--- config.mk ---
export PLATFORM = sky130hd
export DESIGN_NAME = mpdc_top
export DESIGN_NICKNAME = d
export VERILOG_FILES = /design/src/logic/mpdc_pkg.sv /design/src/logic/mpdc_top.sv /design/src/logic/mpdc_sync.sv
export SDC_FILE = /design/constraint.sdc
export NUM_CORES = 1
export LEC_CHECK = 0
export BUFFER_PORTS_ARGS = -buffer_cell sky130_fd_sc_hd__buf_2
export CORE_AREA = 2 2 99 101
export DETAILED_ROUTE_END_ITERATION = 7
export DIE_AREA = 0 0 101 103
export PLACE_DENSITY = 0.94
export SYNTH_ARGS = -nofsm -noshare
export SYNTH_HDL_FRONTEND = slang
export SYNTH_SLANG_ARGS = --single-unit
--- constraint.sdc ---
create_clock -name clk_i -period 6.3 [get_ports clk_i]
set_clock_uncertainty 0.05 [all_clocks]
set_input_delay 1.575 -clock clk_i [delete_from_list [all_inputs] [get_ports clk_i]]
set_output_delay 1.575 -clock clk_i [all_outputs]
set_load 0.02 [all_outputs]
--- src/logic/mpdc_pkg.sv ---
// constants shared by the motor position detect and commutation block
// Operation
// - six drive modes select one upper, one lower
// - sense inputs form six-mode position code
// - software writes expected pattern, inputs compared
// - ordinary mode: match raises detect interrupt
// - unmatch mode: change from start value interrupts
// - confirm position after programmable match count
// - suppress detection briefly after pwm turn-on
// - buffered mode applied on detect or timer
// - emergency input or overflow stops outputs, latched
// - emergency circuit enabled after reset
// - 12-bit pwm, 100 ns steps, dead time
// - angle timer counts 360 degrees, period 0-383
// - count field sets consecutive samples before interrupt
`default_nettype none
package mpdc_pkg;
  localparam int          CLK_PERIOD_NS  = 4;
  localparam int          PWM_RES_NS     = 100;
  localparam int          PWM_TICK_CYC   = (PWM_RES_NS + CLK_PERIOD_NS - 1) / CLK_PERIOD_NS;
  localparam int          PWM_W          = 12;
  localparam int          ANGLE_W        = 9;
  localparam logic [8:0]  ANGLE_LAST     = 9'h0_167;  // 359 degrees
  localparam logic [8:0]  ANGLE_PER_MAX  = 9'h0_17F;  // 383
  localparam int          MODE_COUNT     = 6;
  localparam logic [2:0]  MODE_RST       = 3'h0;
  localparam logic [2:0]  EXPECTED_RST   = 3'h0;
  localparam logic [7:0]  EMG_KEY        = 8'hA5;     // arbitrary unlock value
  localparam logic        EMG_EN_RST     = 1'b1;
  localparam logic [5:0]  DRIVE_OFF      = 6'h00;
  typedef enum logic [0:0] {MPDC_IDLE, MPDC_SAMPLE} mpdc_state_t;
endpackage
`default_nettype wire

--- src/logic/mpdc_top.sv ---
// position detection, commutation, pwm, angle timer and emergency stop
`timescale 1ns/1ps
`default_nettype none
module mpdc_top #(
  parameter int CNT_W = 4,   // width of match count field
  parameter int BLK_W = 8    // width of blanking and dead-time counts
) (
  input  wire logic             clk_i,                     // 250 MHz system clock
  input  wire logic             rst_n_i,                   // synchronous reset, active low
  input  wire logic             phase_u_sense_i,           // u phase sense
  input  wire logic             phase_v_sense_i,           // v phase sense
  input  wire logic             phase_w_sense_i,           // w phase sense
  input  wire logic             expected_pattern_wr_i,     // store expected pattern
  input  wire logic [2:0]       expected_pattern_i,        // {u,v,w} expected
  input  wire logic             unmatch_mode_i,            // 1: unmatch detection
  input  wire logic [CNT_W-1:0] match_count_field_i,       // consecutive samples
  input  wire logic [BLK_W-1:0] blank_len_i,               // suppress cycles after pwm on
  input  wire logic             sample_start_i,            // start sampling pulse
  input  wire logic             sample_stop_i,             // stop sampling pulse
  input  wire logic             next_mode_wr_i,            // write buffered drive mode
  input  wire logic [2:0]       next_mode_i,               // drive mode 0..5
  input  wire logic             auto_commute_i,            // 1: buffered commutation
  input  wire logic             timer_commute_i,           // timer commutation event
  input  wire logic [11:0]      pwm_period_i,              // pwm period - 1 in 100 ns steps
  input  wire logic [11:0]      pwm_duty_i,                // on time in 100 ns steps
  input  wire logic [BLK_W-1:0] dead_time_i,               // turn-on delay in cycles
  input  wire logic [3:0]       pwm_int_rate_i,            // pwm periods per interrupt - 1
  input  wire logic             angle_run_i,               // angle timer enable
  input  wire logic [8:0]       angle_period_i,            // cycles per degree - 1, 0..383
  input  wire logic             emergency_stop_input_n_i,  // emergency input, active low
  input  wire logic             timer_overflow_i,          // timer overflow event
  input  wire logic [7:0]       emg_key_i,                 // unlock key for emg controls
  input  wire logic             emg_disable_i,             // disable emergency circuit
  input  wire logic             emg_clear_i,               // clear latched stop
  output logic      [5:0]       drive_o,                   // {u,v,w,x,y,z} gate drives
  output logic                  position_detect_interrupt_o, // detection pulse
  output logic                  sampling_o,                // sampling active
  output logic      [2:0]       start_pattern_o,           // inputs at sampling start
  output logic      [2:0]       position_mode_o,           // decoded sensed mode, 7 invalid
  output logic                  pwm_interrupt_o,           // pwm interrupt pulse
  output logic      [8:0]       angle_o,                   // electrical angle 0..359
  output logic                  emg_stopped_o,             // outputs held off
  output logic                  emg_enabled_o              // emergency circuit armed
);
  // elaboration refuses widths that the counters and casts cannot serve
  if (CNT_W < 1 || CNT_W > 8 || BLK_W < 1 || BLK_W > 16) begin : g_bad_param
    $error("mpdc_top: unsupported parameter values");
  end
  // drive pattern {u,v,w,x,y,z} for a commutation mode
  function automatic logic [5:0] drive_pat(input logic [2:0] m);
    case (m)
      3'h0:    drive_pat = 6'b100_010;
      3'h1:    drive_pat = 6'b100_001;
      3'h2:    drive_pat = 6'b010_001;
      3'h3:    drive_pat = 6'b010_100;
      3'h4:    drive_pat = 6'b001_100;
      3'h5:    drive_pat = 6'b001_010;
      default: drive_pat = mpdc_pkg::DRIVE_OFF;
    endcase
  endfunction
  // sensed {u,v,w} to mode index, 7 for the two impossible codes
  function automatic logic [2:0] sense_mode(input logic [2:0] s);
    case (s)
      3'b101:  sense_mode = 3'h0;
      3'b100:  sense_mode = 3'h1;
      3'b110:  sense_mode = 3'h2;
      3'b010:  sense_mode = 3'h3;
      3'b011:  sense_mode = 3'h4;
      3'b001:  sense_mode = 3'h5;
      default: sense_mode = 3'h7;
    endcase
  endfunction
  // raw pin levels as one word, so the delay check can look back at them
  logic [2:0] sense_raw, sense;
  assign sense_raw = {phase_u_sense_i, phase_v_sense_i, phase_w_sense_i};
  mpdc_sync #(.W(3)) u_sync (
    .clk_i   (clk_i),
    .rst_n_i (rst_n_i),
    .d_i     (sense_raw),
    .q_o     (sense)
  );
  logic [4:0]       tick_r, tick_nxt;
  logic [11:0]      pwm_cnt_r, pwm_cnt_nxt;
  logic [3:0]       rate_r, rate_nxt;
  logic [BLK_W-1:0] dead_r, dead_nxt;
  logic             raw_on_r, raw_on_nxt;
  logic             pwm_on_r, pwm_on_nxt;
  logic             pwm_int_nxt, step;
  // counter advances one step every 100 ns; dead time delays turn-on only
  always_comb begin
    step        = (tick_r == 5'(mpdc_pkg::PWM_TICK_CYC - 1));
    tick_nxt    = step ? 5'h00 : tick_r + 5'h01;
    pwm_cnt_nxt = pwm_cnt_r;
    rate_nxt    = rate_r;
    pwm_int_nxt = 1'b0;
    if (step) begin
      if (pwm_cnt_r >= pwm_period_i) begin
        pwm_cnt_nxt = 12'h000;
        if (rate_r >= pwm_int_rate_i) begin
          rate_nxt    = 4'h0;
          pwm_int_nxt = 1'b1;
        end else begin
          rate_nxt = rate_r + 4'h1;
        end
      end else begin
        pwm_cnt_nxt = pwm_cnt_r + 12'h001;
      end
    end
    raw_on_nxt = (pwm_cnt_nxt < pwm_duty_i);
    if (raw_on_nxt && !raw_on_r) dead_nxt = dead_time_i;
    else if (dead_r != '0)       dead_nxt = dead_r - 1'b1;
    else                         dead_nxt = dead_r;
    pwm_on_nxt = raw_on_r && (dead_r == '0);
  end
  always_ff @(posedge clk_i) begin
    if (!rst_n_i) begin
      tick_r          <= 5'h00;
      pwm_cnt_r       <= 12'h000;
      rate_r          <= 4'h0;
      dead_r          <= '0;
      raw_on_r        <= 1'b0;
      pwm_on_r        <= 1'b0;
      pwm_interrupt_o <= 1'b0;
    end else begin
      tick_r          <= tick_nxt;
      pwm_cnt_r       <= pwm_cnt_nxt;
      rate_r          <= rate_nxt;
      dead_r          <= dead_nxt;
      raw_on_r        <= raw_on_nxt;
      pwm_on_r        <= pwm_on_nxt;
      pwm_interrupt_o <= pwm_int_nxt;
    end
  end
  logic [8:0] pre_r, pre_nxt;
  logic [8:0] angle_nxt;
  // period clamps at 383 so an oversized value cannot stall the angle
  always_comb begin
    pre_nxt   = pre_r;
    angle_nxt = angle_o;
    if (angle_run_i) begin
      if (pre_r >= angle_period_i || pre_r >= mpdc_pkg::ANGLE_PER_MAX) begin
        pre_nxt   = 9'h000;
        angle_nxt = (angle_o >= mpdc_pkg::ANGLE_LAST) ? 9'h000 : angle_o + 9'h001;
      end else begin
        pre_nxt = pre_r + 9'h001;
      end
    end
  end
  always_ff @(posedge clk_i) begin
    if (!rst_n_i) begin
      pre_r   <= 9'h000;
      angle_o <= 9'h000;
    end else begin
      pre_r   <= pre_nxt;
      angle_o <= angle_nxt;
    end
  end
  mpdc_pkg::mpdc_state_t st_r, st_nxt;
  logic [2:0]       exp_r, exp_nxt;
  logic [2:0]       start_nxt;
  logic [CNT_W-1:0] hit_r, hit_nxt, need;
  logic [BLK_W-1:0] blank_r, blank_nxt;
  logic             hit, det_nxt;
  // a count field of zero is served as one sample
  always_comb begin
    exp_nxt   = expected_pattern_wr_i ? expected_pattern_i : exp_r;
    start_nxt = start_pattern_o;
    st_nxt    = st_r;
    hit_nxt   = hit_r;
    det_nxt   = 1'b0;
    need      = (match_count_field_i == '0) ? CNT_W'(1) : match_count_field_i;
    if (pwm_on_nxt && !pwm_on_r) blank_nxt = blank_len_i;
    else if (blank_r != '0)      blank_nxt = blank_r - 1'b1;
    else                         blank_nxt = blank_r;
    hit = unmatch_mode_i ? (sense != start_pattern_o)
                         : (sense == exp_r);
    case (st_r)
      mpdc_pkg::MPDC_IDLE: begin
        if (sample_start_i) begin
          st_nxt    = mpdc_pkg::MPDC_SAMPLE;
          start_nxt = sense;
          hit_nxt   = '0;
        end
      end
      mpdc_pkg::MPDC_SAMPLE: begin
        if (blank_r != '0) begin
          hit_nxt = hit_r;
        end else if (!hit) begin
          hit_nxt = '0;
        end else if (hit_r + 1'b1 >= need) begin
          det_nxt = 1'b1;
          st_nxt  = mpdc_pkg::MPDC_IDLE;
          hit_nxt = '0;
        end else begin
          hit_nxt = hit_r + 1'b1;
        end
        if (sample_stop_i && !det_nxt) st_nxt = mpdc_pkg::MPDC_IDLE;
      end
      default: st_nxt = mpdc_pkg::MPDC_IDLE;
    endcase
  end
  always_ff @(posedge clk_i) begin
    if (!rst_n_i) begin
      st_r                        <= mpdc_pkg::MPDC_IDLE;
      exp_r                       <= mpdc_pkg::EXPECTED_RST;
      start_pattern_o             <= 3'h0;
      hit_r                       <= '0;
      blank_r                     <= '0;
      position_detect_interrupt_o <= 1'b0;
      sampling_o                  <= 1'b0;
      position_mode_o             <= 3'h7;
    end else begin
      st_r                        <= st_nxt;
      exp_r                       <= exp_nxt;
      start_pattern_o             <= start_nxt;
      hit_r                       <= hit_nxt;
      blank_r                     <= blank_nxt;
      position_detect_interrupt_o <= det_nxt;
      sampling_o                  <= (st_nxt == mpdc_pkg::MPDC_SAMPLE);
      position_mode_o             <= sense_mode(sense);
    end
  end
  logic [2:0] mode_r, mode_nxt, buf_r, buf_nxt;
  logic       emg_en_nxt, emg_stop_nxt, key_ok;
  logic [5:0] drive_nxt;
  // stop wins over clear, and unlocking needs the key so stray writes do nothing
  always_comb begin
    key_ok   = (emg_key_i == mpdc_pkg::EMG_KEY);
    buf_nxt  = (next_mode_wr_i && next_mode_i < 3'(mpdc_pkg::MODE_COUNT)) ? next_mode_i : buf_r;
    mode_nxt = mode_r;
    if (!auto_commute_i) mode_nxt = buf_nxt;
    else if (det_nxt || timer_commute_i) mode_nxt = buf_r;
    emg_en_nxt = (emg_disable_i && key_ok) ? 1'b0 : emg_enabled_o;
    if ((emg_enabled_o && !emergency_stop_input_n_i) || timer_overflow_i)
      emg_stop_nxt = 1'b1;
    else if (emg_clear_i && key_ok)
      emg_stop_nxt = 1'b0;
    else
      emg_stop_nxt = emg_stopped_o;
    drive_nxt = drive_pat(mode_r);
    drive_nxt[5:3] = drive_nxt[5:3] & {3{pwm_on_r}};                     // upper side chopped
    if (emg_stopped_o) drive_nxt = mpdc_pkg::DRIVE_OFF;
  end
  always_ff @(posedge clk_i) begin
    if (!rst_n_i) begin
      mode_r        <= mpdc_pkg::MODE_RST;
      buf_r         <= mpdc_pkg::MODE_RST;
      emg_enabled_o <= mpdc_pkg::EMG_EN_RST;
      emg_stopped_o <= 1'b0;
      drive_o       <= mpdc_pkg::DRIVE_OFF;
    end else begin
      mode_r        <= mode_nxt;
      buf_r         <= buf_nxt;
      emg_enabled_o <= emg_en_nxt;
      emg_stopped_o <= emg_stop_nxt;
      drive_o       <= drive_nxt;
    end
  end
endmodule
`default_nettype wire

--- src/logic/mpdc_sync.sv ---
// two-stage synchroniser for the phase sense inputs
`timescale 1ns/1ps
`default_nettype none
module mpdc_sync #(
  parameter int W = 3
) (
  input  wire logic         clk_i,    // system clock
  input  wire logic         rst_n_i,  // synchronous reset, active low
  input  wire logic [W-1:0] d_i,      // asynchronous levels
  output logic      [W-1:0] q_o       // synchronised levels
);
  logic [W-1:0] meta_r;
  logic [W-1:0] meta_nxt;
  logic [W-1:0] q_nxt;

  // first stage feeds only the second stage
  always_comb begin
    meta_nxt = d_i;
    q_nxt    = meta_r;
  end

  always_ff @(posedge clk_i) begin
    if (!rst_n_i) begin
      meta_r <= '0;
      q_o    <= '0;
    end else begin
      meta_r <= meta_nxt;
      q_o    <= q_nxt;
    end
  end
endmodule
`default_nettype wire

==> out/qor_table.md, run 1 <==
| Result | Reported | Unit |
| --- | --- | --- |
| Status | completed | - |
| Max Cap Viol | 0 | - |
| Total routing usage reported by global routing | 22.8 | % |
| Syn_nets | 775 | - |
| Critical-path maximum fanout | 11 | - |
| Filler-free cell count of the finished design | 859 | - |
| Number of fillers in the final layout | 738 | - |
| Worst max-slew margin expressed relative to the limit | 27.4 | % |
| Final setup slack of the worst path | 1330 | ps |
| Final max-slew violation count | 0 | - |
| Input/output buffers | 113 | - |
| CP Launch Type | primary input | - |
| Highest clock rate | 0.201 | GHz |
| Detailed placement HPWL | 9400 | um |
| Worst setup slack after placement | 988 | ps |
| Core footprint | 9460 | um2 |
| Minimum setup slack among reg-to-reg paths | 2310 | ps |
| Share of synthesized area occupied by flip-flops and latches | 33.8 | % |
| Clock root buffer | clkbuf_8 | - |
| RSZ-0062 raised after global routing | false | - |
| Distinct cell type count after synthesis | 73 | - |
| Worst r2r dst | dead_r[3]$_SDFFE_PN0P_ | - |
| Buffer and inverter count on the worst path | 2 | - |
| Crit path max-delay family | compound AO/OA/AOI/OAI gates | - |
| GR Overflow Total | 0 | - |
| Yosys top cell area share | 33.8 | % |
| Static leakage | 2.98 | nW |
| Final instance area | 6310 | um2 |
| CTS Buf Count | 9 | - |
| Share of the cycle needed by the critical path after routing | 78.9 | % |
| Worst Setup EP | dead_r[3]$_SDFFE_PN0P_ | - |
| Post-synth design cell area | 5520 | um2 |
| Routed met2 length | 6320 | um |
| Top area cells in the synthesized netlist | dfxtp_1 34%, ha_1 11%, nor2_1 4.0%, inv_1 3.9%, nand2_1 3.9% | - |
| Share of post-route cells with drive strength above 1 | 20.8 | % |
| Gates resized, CTS repair | 0 | - |
| Startpoint of the lowest-slack register-to-register path | pwm_cnt_r[10]$_SDFF_PN0_ | - |
| DR DRC count | 0 | - |
| Clock latency on the worst-skew pair | 350 | ps |
| Sink Count | 93 | - |
| Maximum level of the CTS H-tree | 3 | - |
| Nets | 878 | - |
| Initial core utilization | 58.3 | % |
| Post-synth top area cell | dfxtp_1 | - |
| Final setup violation count | 0 | - |
| Maximum number of pins on one net before global-route repair | 71 | - |
| Via count of the first global-routing pass | 4601 | - |
| Highest routing layer actually used | met4 | - |
| Category of the most critical setup path | primary input to flip-flop | - |
| Hold bufs inserted after CTS | 0 | - |
| Path class of the lowest-slack min-delay path | flip-flop to flip-flop | - |
| Ratio of routed vias to standard cells | 5.53 | - |
| VDD IR max | 0.127 | mV |
| Cells after Synth | 637 | - |
| Number of synthesized flops with an enable pin | 0 | - |
| Detail Route Antenna Nets | 0 | - |
| Wire length after detailed routing | 11900 | um |
| Length in cells of the worst reg-to-reg path | 13 | - |
| Global-route wire length before repair | 19500 | um |
| Final critical path time including I/O delays and setup | 4970 | ps |
| Number of antenna cells inserted | 0 | - |
| DRT met1 WL | 5080 | um |
| Clock-pin slew on the worst setup and hold paths | 110 | ps |
| Final Hold Viols | 0 | - |
| Total number of cells along the worst setup path | 15 | - |
| Most used standard cells in the synthesized netlist | 93 x dfxtp_1, 59 x nor2_1, 58 x inv_1, 58 x nand2_1, 50 x ha_1 | - |
| Sum Neg Setup Slack | 0 | ps |
| Launching instance or port of the critical path | pwm_period_i[10] | - |
| Met3 layer wire length in the routed design | 403 | um |
| Warnings from Yosys | 0 | - |
| Total power draw | 1.40 | mW |
| Register bit count reported by yosys | 93 | - |
| Clock tree from TritonCTS | yes | - |
| Pwr per Cell Area | 222 | nW/um2 |
| Setup crit end kind | flip-flop | - |
| Mean cell area of the mapped netlist | 8.66 | um2 |
| Post-route worst hold slack | 405 | ps |
| Number of DRC markers in iteration 0 | 178 | - |
| Switching fraction of total power | 32.2 | % |
| Area growth from synthesis to layout | 14.5 | % |
| Top-level I/O count | 114 | - |
| Combinational cell fraction of total power | 24.8 | % |
| Average wire length per cell after detail routing | 13.9 | um |
| Pre-antenna DRT Iters | 5 | - |
| Crit path DAT | 5190 | ps |
| Crit path cell chain | buf_2 > inv_1 > ha_1 > and3_1 > nand4_2 > o41ai_4 > o21a_1 > nor2_1 > ha_1 > a211oi_1 > o21a_1 > o21ai_0 > a2111o_1 > nor2_4 > mux2i_1 | - |
| Largest stage delay on the critical path | 570 | ps |
| Share of flip-flops with an asynchronous set or reset | 0 | % |
| Most used standard cell by instance count after synthesis | dfxtp_1 | - |
| Portion of total power attributed to sequential cells | 48.2 | % |
| Clk pwr share | 27.0 | % |
| Worst Max-Slew Pin Slew | 1090 | ps |
| Cell Area, Placed | 6130 | um2 |
| Cell with the biggest individual delay on the critical path | o41ai_4 | - |
| Core Util, Final | 66.8 | % |
| Routability cong. | 0.831 | - |
| Die boundary width | 101 | um |
| Top FF cell, synth | dfxtp_1 | - |
| Via count | 4749 | - |
| Required arrival time at the worst endpoint | 6520 | ps |
| Placement row count | 36 | - |
| Cell-internal power | 0.949 | mW |
| Die Footprint | 10400 | um2 |
| Bufs on Longest Clock Path | 2 | - |
| Die Span Y | 103 | um |
| Power dissipated by switching net loads | 0.451 | mW |
| Number of antenna violations at the first check in global routing | 0 | - |
| Post-CTS Setup Repair Bufs | 0 | - |
| Placed insts | 843 | - |
sequential cells by signal, indices dropped and copies added (netlist names), 4 cells and up:
name       cells
drive_o        6
angle_o        9
blank_r        8
rate_r         4
pre_r          9
pwm_cnt_r     12
dead_r         8
tick_r         5
hit_r          4
placed cells by master, fill, tap and decap left out, types with 3 or more instances in the layout:
master and count:
xor2_1 18, buf_2 113, xnor2_1 19, nand2b_1 12, a21boi_0 4, dfxtp_1 93, inv_6 4, and3_1 7
nor4b_1 4, a211oi_1 5, a21o_1 7, nor3_1 17, nor2b_1 17, clkbuf_8 9, a21boi_1 4, o211ai_1 4
ha_1 50, o21a_1 3, o21ai_0 22, mux2_2 3, or4_1 3, inv_1 58, and2_1 15, nand3_1 24
a2111oi_4 3, o21ai_1 5, nor2_1 59, or3_1 4, mux2i_1 18, nand4_1 8, nand2_1 58, a22oi_1 4
a21oi_1 21
routing by layer:
layer  track usage, %  vias up
li1                 -     2404
met1             26.2     2228
met2             42.2      101
met3             4.00       16
met4             8.84        0
met5                0        -
how the worst min path moves through the flow:
stage                                 from                        to  slack (ps)  cells past startpoint
3_5_place_dp   u_sync.meta_r[2]$_SDFF_PN0_  u_sync.q_o[2]$_SDFF_PN0_         370                      1
6_report       u_sync.meta_r[2]$_SDFF_PN0_  u_sync.q_o[2]$_SDFF_PN0_         410                      1
5_1_grt        u_sync.meta_r[0]$_SDFF_PN0_  u_sync.q_o[0]$_SDFF_PN0_         420                      1
3_3_place_gp   u_sync.meta_r[2]$_SDFF_PN0_  u_sync.q_o[2]$_SDFF_PN0_         370                      1
2_1_floorplan  u_sync.meta_r[0]$_SDFF_PN0_  u_sync.q_o[0]$_SDFF_PN0_         360                      1
4_1_cts        u_sync.meta_r[2]$_SDFF_PN0_  u_sync.q_o[2]$_SDFF_PN0_         400                      1
power groups by stage:
stage	clock (mW)	combinational, mW	sequential (mW)
2_1_floorplan	0	0.271	0.678
3_3_place_gp	0	0.328	0.683
3_5_place_dp	0	0.347	0.688
4_1_cts	0.387	0.349	0.674
5_1_grt	0.414	0.394	0.681
6_report	0.378	0.347	0.675
area by class of cell:
type	count	area [um2]	area share [%]
clock buffer	9	124	1.96
clock inverter	7	62.6	0.991
tap	114	143	2.26
sequential	93	1860	29.5
inverter	58	218	3.45
multi-input combinational	465	3340	52.9
timing repair buffer	113	566	8.96
kinds of logic after synthesis:
family,synth area share (%)
simple gates,25.1
compound gates,14.4
flops,33.8
buf+inv,5.67
fa+ha+maj,11.3
xor+xnor,5.88
mux,3.88
(Power assumes the default switching activity.)
==> inputs of run 2 (changes only) <==
- CORE_AREA: 2 2 99 101 -> 2 2 103 105
- DIE_AREA: 0 0 101 103 -> 0 0 105 107
- PLACE_DENSITY: 0.94 -> 0.89
- clock period: 6.3 -> 4.7 ns (I/O delays scaled with it)
==> run 2 against run 1 <==
- worst hold slack got worse by 10 ps
- critical path depth unchanged
- count of clock-buffer cells in the layout increased by 3
- routed wire length increased by 4.0%
- die area increased by 8.0%
- total power increased by 34%
- combinational power increased by 35%
- non-clock buffer count increased by 3
- sequential share of layout area decreased by 0.23 points
- cell area increased by 0.77%
==> out/qor_table.md, run 2 (synthesized netlist as in run 1, its figures left out) <==
| Result | Reported | Unit |
| --- | --- | --- |
| Register name with the most flops | pwm_cnt_r | - |
| Minimum setup slack among reg-to-reg paths | 850 | ps |
| Gates resized, CTS repair | 0 | - |
| Final max-slew violation count | 0 | - |
| Worst r2r dst | dead_r[0]$_SDFFE_PN0P_ | - |
| Multi-input combinational cell area | 3340 | um2 |
| Wire length after detailed routing | 12400 | um |
| Maximum number of pins on one net before global-route repair | 38 | - |
| Placement row count | 37 | - |
| Required arrival time at the worst endpoint | 4940 | ps |
| Pre-antenna DRT Iters | 5 | - |
| Setup crit end kind | flip-flop | - |
| Die boundary width | 105 | um |
| Number of antenna cells inserted | 0 | - |
| Placed insts | 868 | - |
| Ratio of routed vias to standard cells | 5.44 | - |
| Maximum level of the CTS H-tree | 3 | - |
| Number of fillers in the final layout | 875 | - |
| Hold endpoint | u_sync.q_o[2]$_SDFF_PN0_ | - |
| Path class of the lowest-slack min-delay path | flip-flop to flip-flop | - |
| Worst Max-Slew Pin Slew | 758 | ps |
| Die Span Y | 107 | um |
| Share of the cycle needed by the critical path after routing | 91.6 | % |
| Total power draw | 1.88 | mW |
| Core footprint | 10100 | um2 |
| Detail Route Antenna Nets | 0 | - |
| Area growth from synthesis to layout | 15.4 | % |
| Clock-pin slew on the worst setup and hold paths | 90 | ps |
| CP Launch Type | primary input | - |
| Sink Count | 93 | - |
| Final setup violation count | 0 | - |
| Final Hold Viols | 0 | - |
| Crit path DAT | 4550 | ps |
| Routability cong. | 0.928 | - |
| Category of the most critical setup path | primary input to flip-flop | - |
| Total area of sequential cells | 1860 | um2 |
| Number of DRC markers in iteration 0 | 189 | - |
| DR DRC count | 0 | - |
| Status | completed | - |
| Nets | 881 | - |
| Startpoint of the lowest-slack register-to-register path | pwm_cnt_r[0]$_SDFF_PN0_ | - |
| Max Cap Viol | 0 | - |
| Input/output buffers | 113 | - |
| Startpoint of the worst hold path | u_sync.meta_r[2]$_SDFF_PN0_ | - |
| Share of post-route cells with drive strength above 1 | 21.0 | % |
| Static leakage | 2.99 | nW |
| Worst max-slew margin expressed relative to the limit | 49.5 | % |
| Bufs on Longest Clock Path | 2 | - |
| Top-level I/O count | 114 | - |
| Filler-free cell count of the finished design | 884 | - |
| Number of flip-flops under the largest register name | 12 | - |
| Via count | 4812 | - |
| Total routing usage reported by global routing | 22.4 | % |
| Initial core utilization | 54.6 | % |
| Pwr per Cell Area | 296 | nW/um2 |
| Length in cells of the worst reg-to-reg path | 14 | - |
| Clock root buffer | clkbuf_8 | - |
| Final critical path time including I/O delays and setup | 4310 | ps |
| Die Footprint | 11200 | um2 |
| Critical-path maximum fanout | 7 | - |
| Largest registers | pwm_cnt_r: 12 flops, angle_o: 9 flops, pre_r: 9 flops | - |
| RSZ-0062 raised after global routing | false | - |
| VDD IR max | 0.160 | mV |
| Average wire length per cell after detail routing | 14.1 | um |
| Via count of the first global-routing pass | 4824 | - |
| Clock tree from TritonCTS | yes | - |
| Cell count of the worst hold path | 1 | - |
| Post-CTS Setup Repair Bufs | 0 | - |
| Hold bufs inserted after CTS | 0 | - |
| Clock latency on the worst-skew pair | 370 | ps |
| CTS Buf Count | 9 | - |
| Highest clock rate | 0.232 | GHz |
| Global-route wire length before repair | 20700 | um |
| Top library cells by usage in the layout, fill and taps aside | 113 x buf_2, 93 x dfxtp_1, 59 x nor2_1 | - |
| Sum Neg Setup Slack | 0 | ps |
| Leading cell type in the layout, fill and taps excluded | buf_2 | - |
| GR Overflow Total | 0 | - |
| Number of antenna violations at the first check in global routing | 0 | - |
| Detailed placement HPWL | 9750 | um |
run 2: cell count changes in the layout (fill, tap and decap cells not counted):
cell | before | now
buf_4 | 0 | 3
inv_6 | 4 | 1
clkbuf_8 | 9 | 11
clkbuf_1 | 0 | 1
clkinv_2 | 0 | 1
inv_8 | 1 | 0
run 2: worst max path at each step:
stage	slack, ps	endpoint	from	cells after the start
floorplan	300	dead_r[6]$_SDFFE_PN0P_	pwm_period_i[10]	14
global route	200	dead_r[0]$_SDFFE_PN0P_	pwm_period_i[11]	16
CTS	430	dead_r[0]$_SDFFE_PN0P_	pwm_period_i[11]	15
global placement	200	dead_r[6]$_SDFFE_PN0P_	pwm_period_i[10]	16
detailed placement	40	dead_r[0]$_SDFFE_PN0P_	pwm_period_i[11]	15
finish	390	dead_r[0]$_SDFFE_PN0P_	pwm_period_i[11]	15
run 2: final cells by class:
class | instances | area share (%)
multi-input cells | 465 | 52.5
clock inverters | 4 | 0.472
repair buffers | 116 | 9.24
clock buffers | 12 | 2.44
well taps | 136 | 2.67
inverters | 58 | 3.42
flip-flops and latches | 93 | 29.3
run 2: report_power, final:
part           internal, mW  leakage, nW  switching (mW)
clock network         0.224       0.0930           0.284
logic                 0.225         2.14           0.246
registers             0.843        0.759          0.0616
run 2: critical path, stage by stage:
cell,delay [ps]
buf_2,80
inv_1,40
ha_1,290
and3_1,190
nand4_2,150
o41ai_4,440
nor3_1,110
a22o_1,220
ha_1,330
nor2b_4,150
a2111oi_4,260
a21oi_1,140
a2111o_1,480
nor2_4,260
mux2i_1,240
run 2: per-stage QoR:
| stage | area (um2) | hold WS, ps | utilization, % | worst slack, ps |
|---|---|---|---|---|
| after global routing | 6360 | 425 | 63.1 | 196 |
| after detailed placement | 6180 | 379 | 61.2 | 35.3 |
| after CTS | 6360 | 398 | 63.1 | 429 |
| after global placement | 6180 | 371 | 61.2 | 205 |
| after floorplan | 5520 | 362 | - | 301 |
| final | 6360 | 395 | 63.1 | 393 |
run 2: per-layer routing:
metal | track usage, % | routed length [um] | vias up
li1 | - | - | 2409
met1 | 25.4 | 5290 | 2230
met5 | 0 | 0 | -
met3 | 4.32 | 549 | 35
met4 | 10.6 | 325 | 0
met2 | 40.4 | 6260 | 138
==> inputs of run 3 (changes only) <==
- CORE_AREA: 2 2 103 105 -> 2 2 102 104
- DIE_AREA: 0 0 105 107 -> 0 0 104 106
- PLACE_DENSITY: 0.89 -> 0.88
- SYNTH_HIERARCHICAL: default -> 1
==> run 3 against run 2 <==
- clock power grew 3%
- synthesized cell count grew 0.63%
- critical path type unchanged
- largest cell class unchanged
- register-to-register slack lost 300 ps
- non-clock buffer count grew 9
- cell area shrank 1.2%
- sequential cell count is the same
- largest power group unchanged
- cell count grew 1.6%
==> out/qor_table.md, run 3 <==
| Result | Reported | Unit |
| --- | --- | --- |
| Core Util, Final | 62.9 | % |
| Max Cap Viol | 0 | - |
| Worst Setup EP | dead_r[2]$_SDFFE_PN0P_ | - |
| Length in cells of the worst reg-to-reg path | 17 | - |
| Wire length after detailed routing | 11500 | um |
| Distinct cell type count after synthesis | 60 | - |
| Crit path DAT | 4730 | ps |
| Startpoint of the lowest-slack register-to-register path | pwm_cnt_r[0]$_SDFF_PN0_ | - |
| DR DRC count | 0 | - |
| Total routing usage reported by global routing | 21.5 | % |
| Category of the most critical setup path | primary input to flip-flop | - |
| Largest registers | pwm_cnt_r: 12 flops, angle_o: 9 flops, pre_r: 9 flops | - |
| Share of the cycle needed by the critical path after routing | 96.6 | % |
| Worst max-slew margin expressed relative to the limit | 58.9 | % |
| Status | completed | - |
| Initial core utilization | 53.3 | % |
| Die Footprint | 11000 | um2 |
| CTS Buf Count | 9 | - |
| Via count of the first global-routing pass | 4590 | - |
| Register name with the most flops | pwm_cnt_r | - |
| Post-synth top area cell | dfxtp_1 | - |
| Required arrival time at the worst endpoint | 4890 | ps |
| Final Hold Viols | 0 | - |
| Area growth from synthesis to layout | 17.9 | % |
| Final setup violation count | 0 | - |
| Worst Max-Slew Pin Slew | 614 | ps |
| Nets | 895 | - |
| Clock-pin slew on the worst setup and hold paths | 110 | ps |
| GR Overflow Total | 0 | - |
| Number of synthesized flops with an enable pin | 0 | - |
| Yosys top cell area share | 34.9 | % |
| Register bit count reported by yosys | 93 | - |
| Hold bufs inserted after CTS | 0 | - |
| Maximum number of pins on one net before global-route repair | 45 | - |
| Top FF cell, synth | dfxtp_1 | - |
| Final setup slack of the worst path | 160 | ps |
| Worst r2r dst | dead_r[2]$_SDFFE_PN0P_ | - |
| Maximum level of the CTS H-tree | 3 | - |
| Global-route wire length before repair | 19900 | um |
| Clock root buffer | clkbuf_8 | - |
| Number of antenna cells inserted | 0 | - |
| Leading cell type in the layout, fill and taps excluded | buf_2 | - |
| Post-synth design cell area | 5330 | um2 |
| Minimum setup slack among reg-to-reg paths | 550 | ps |
| Final critical path time including I/O delays and setup | 4540 | ps |
| Share of synthesized area occupied by flip-flops and latches | 34.9 | % |
| Number of antenna violations at the first check in global routing | 0 | - |
| Post-CTS Setup Repair Bufs | 0 | - |
| Highest clock rate | 0.220 | GHz |
| Pwr per Cell Area | 307 | nW/um2 |
| Syn_nets | 779 | - |
| Top-level I/O count | 114 | - |
| VDD IR max | 0.306 | mV |
| Top area cells in the synthesized netlist | dfxtp_1 35%, ha_1 12%, nor2_1 5.5%, inv_1 4.2%, mux2i_1 3.8% | - |
| Via count | 4732 | - |
| Input/output buffers | 113 | - |
| Detail Route Antenna Nets | 0 | - |
| Sink Count | 93 | - |
| Worst setup slack after placement | -110 | ps |
| Mean cell area of the mapped netlist | 8.32 | um2 |
| Warnings from Yosys | 6 | - |
| Pre-antenna DRT Iters | 4 | - |
| Clock tree from TritonCTS | yes | - |
| Launching instance or port of the critical path | pwm_period_i[0] | - |
| Ratio of routed vias to standard cells | 5.27 | - |
| Bufs on Longest Clock Path | 2 | - |
| RSZ-0062 raised after global routing | true | - |
| CP Launch Type | primary input | - |
| Die Span Y | 106 | um |
| Most used standard cell by instance count after synthesis | dfxtp_1 | - |
| Average wire length per cell after detail routing | 12.8 | um |
| Number of DRC markers in iteration 0 | 190 | - |
| Setup crit end kind | flip-flop | - |
| Routability cong. | 0.838 | - |
| Path class of the lowest-slack min-delay path | flip-flop to flip-flop | - |
| Share of post-route cells with drive strength above 1 | 20.7 | % |
| Placement row count | 37 | - |
| Die boundary width | 104 | um |
| Clock latency on the worst-skew pair | 370 | ps |
| Number of flip-flops under the largest register name | 12 | - |
| Sum Neg Setup Slack | 0 | ps |
| Core footprint | 10000 | um2 |
| Cells after Synth | 641 | - |
| Critical-path maximum fanout | 6 | - |
| Total power draw | 1.93 | mW |
| Detailed placement HPWL | 8830 | um |
| Top library cells by usage in the layout, fill and taps aside | 113 x buf_2, 93 x dfxtp_1, 78 x nor2_1 | - |
| Most used standard cells in the synthesized netlist | 93 x dfxtp_1, 78 x nor2_1, 59 x inv_1 | - |
| Static leakage | 2.96 | nW |
| Gates resized, CTS repair | 0 | - |
| Share of flip-flops with an asynchronous set or reset | 0 | % |
| Final max-slew violation count | 0 | - |
## run 3: changes by cell type in the layout (fill, tap and decap cells not counted), sizes merged, moves of 6 or more
cell / before / now
a21boi: 8 / 2
buf: 116 / 125
nand2: 59 / 53
nor2: 60 / 79
nor2b: 18 / 9
o21ai: 27 / 18
## run 3: power breakdown
group	leakage, nW	switching, mW	internal (mW)
combinational	2.10	0.255	0.243
clock	0.0974	0.315	0.210
sequential	0.759	0.0605	0.847
total	2.96	0.630	1.30
## run 3: kinds of logic (layout without fill, tap and decap cells)
family          count (synthesis)  in the layout  synth area share (%)
compound gates                108            108                  14.3
buf+inv                        79            200                  5.63
xor+xnor                       37             37                  6.08
flops                          93             93                  34.9
simple gates                  254            254                  23.6
fa+ha+maj                      50             50                  11.7
mux                            20             20                  3.75
## run 3: area by class of cell
type,count,area (um2)
Multi-Input combinational cell,469,3180
Tap cell,136,170
Sequential cell,93,1860
Fill cell,912,3710
Timing Repair Buffer,125,656
Inverter,59,221
Clock buffer,9,124
Clock inverter,7,72.6
## run 3: how the worst min path moves through the flow
stage	cells past startpoint	to	from	slack (ps)
floorplan	1	u_sync/q_o[1]$_SDFF_PN0_	u_sync/meta_r[1]$_SDFF_PN0_	360
global placement	1	u_sync/q_o[1]$_SDFF_PN0_	u_sync/meta_r[1]$_SDFF_PN0_	360
detailed placement	1	u_sync/q_o[1]$_SDFF_PN0_	u_sync/meta_r[1]$_SDFF_PN0_	360
CTS	1	u_sync/q_o[1]$_SDFF_PN0_	u_sync/meta_r[1]$_SDFF_PN0_	390
global route	1	u_sync/q_o[1]$_SDFF_PN0_	u_sync/meta_r[1]$_SDFF_PN0_	400
finish	1	u_sync/q_o[1]$_SDFF_PN0_	u_sync/meta_r[1]$_SDFF_PN0_	390
## run 3: metrics by stage
step	hold WS [ps]	instances	cell area, um2
finish	392	898	6290
global route	400	898	6290
CTS	394	898	6280
detailed placement	363	882	6080
global placement	358	882	6080
floorplan	356	641	5330
## run 3: layer usage
metal	wire, um	GRT usage [%]	vias to the layer above
li1	-	-	2464
met1	5040	24.8	2156
met3	691	6.44	6
met2	5680	38.9	106
met4	93	5.60	0
met5	0	0	-
## run 3: worst max-delay path, stage by stage
cell and delay, ps:
buf_2 100, ha_1 270, nand2b_1 160, a2111oi_2 400
buf_4 180, nor3_1 60, nor3_1 150, buf_4 170
nand4b_1 150, nand3_1 120, ha_1 170, o21ai_0 90
a211o_1 310, or4_1 490, o41ai_4 400, nor2_2 170
mux2i_1 150
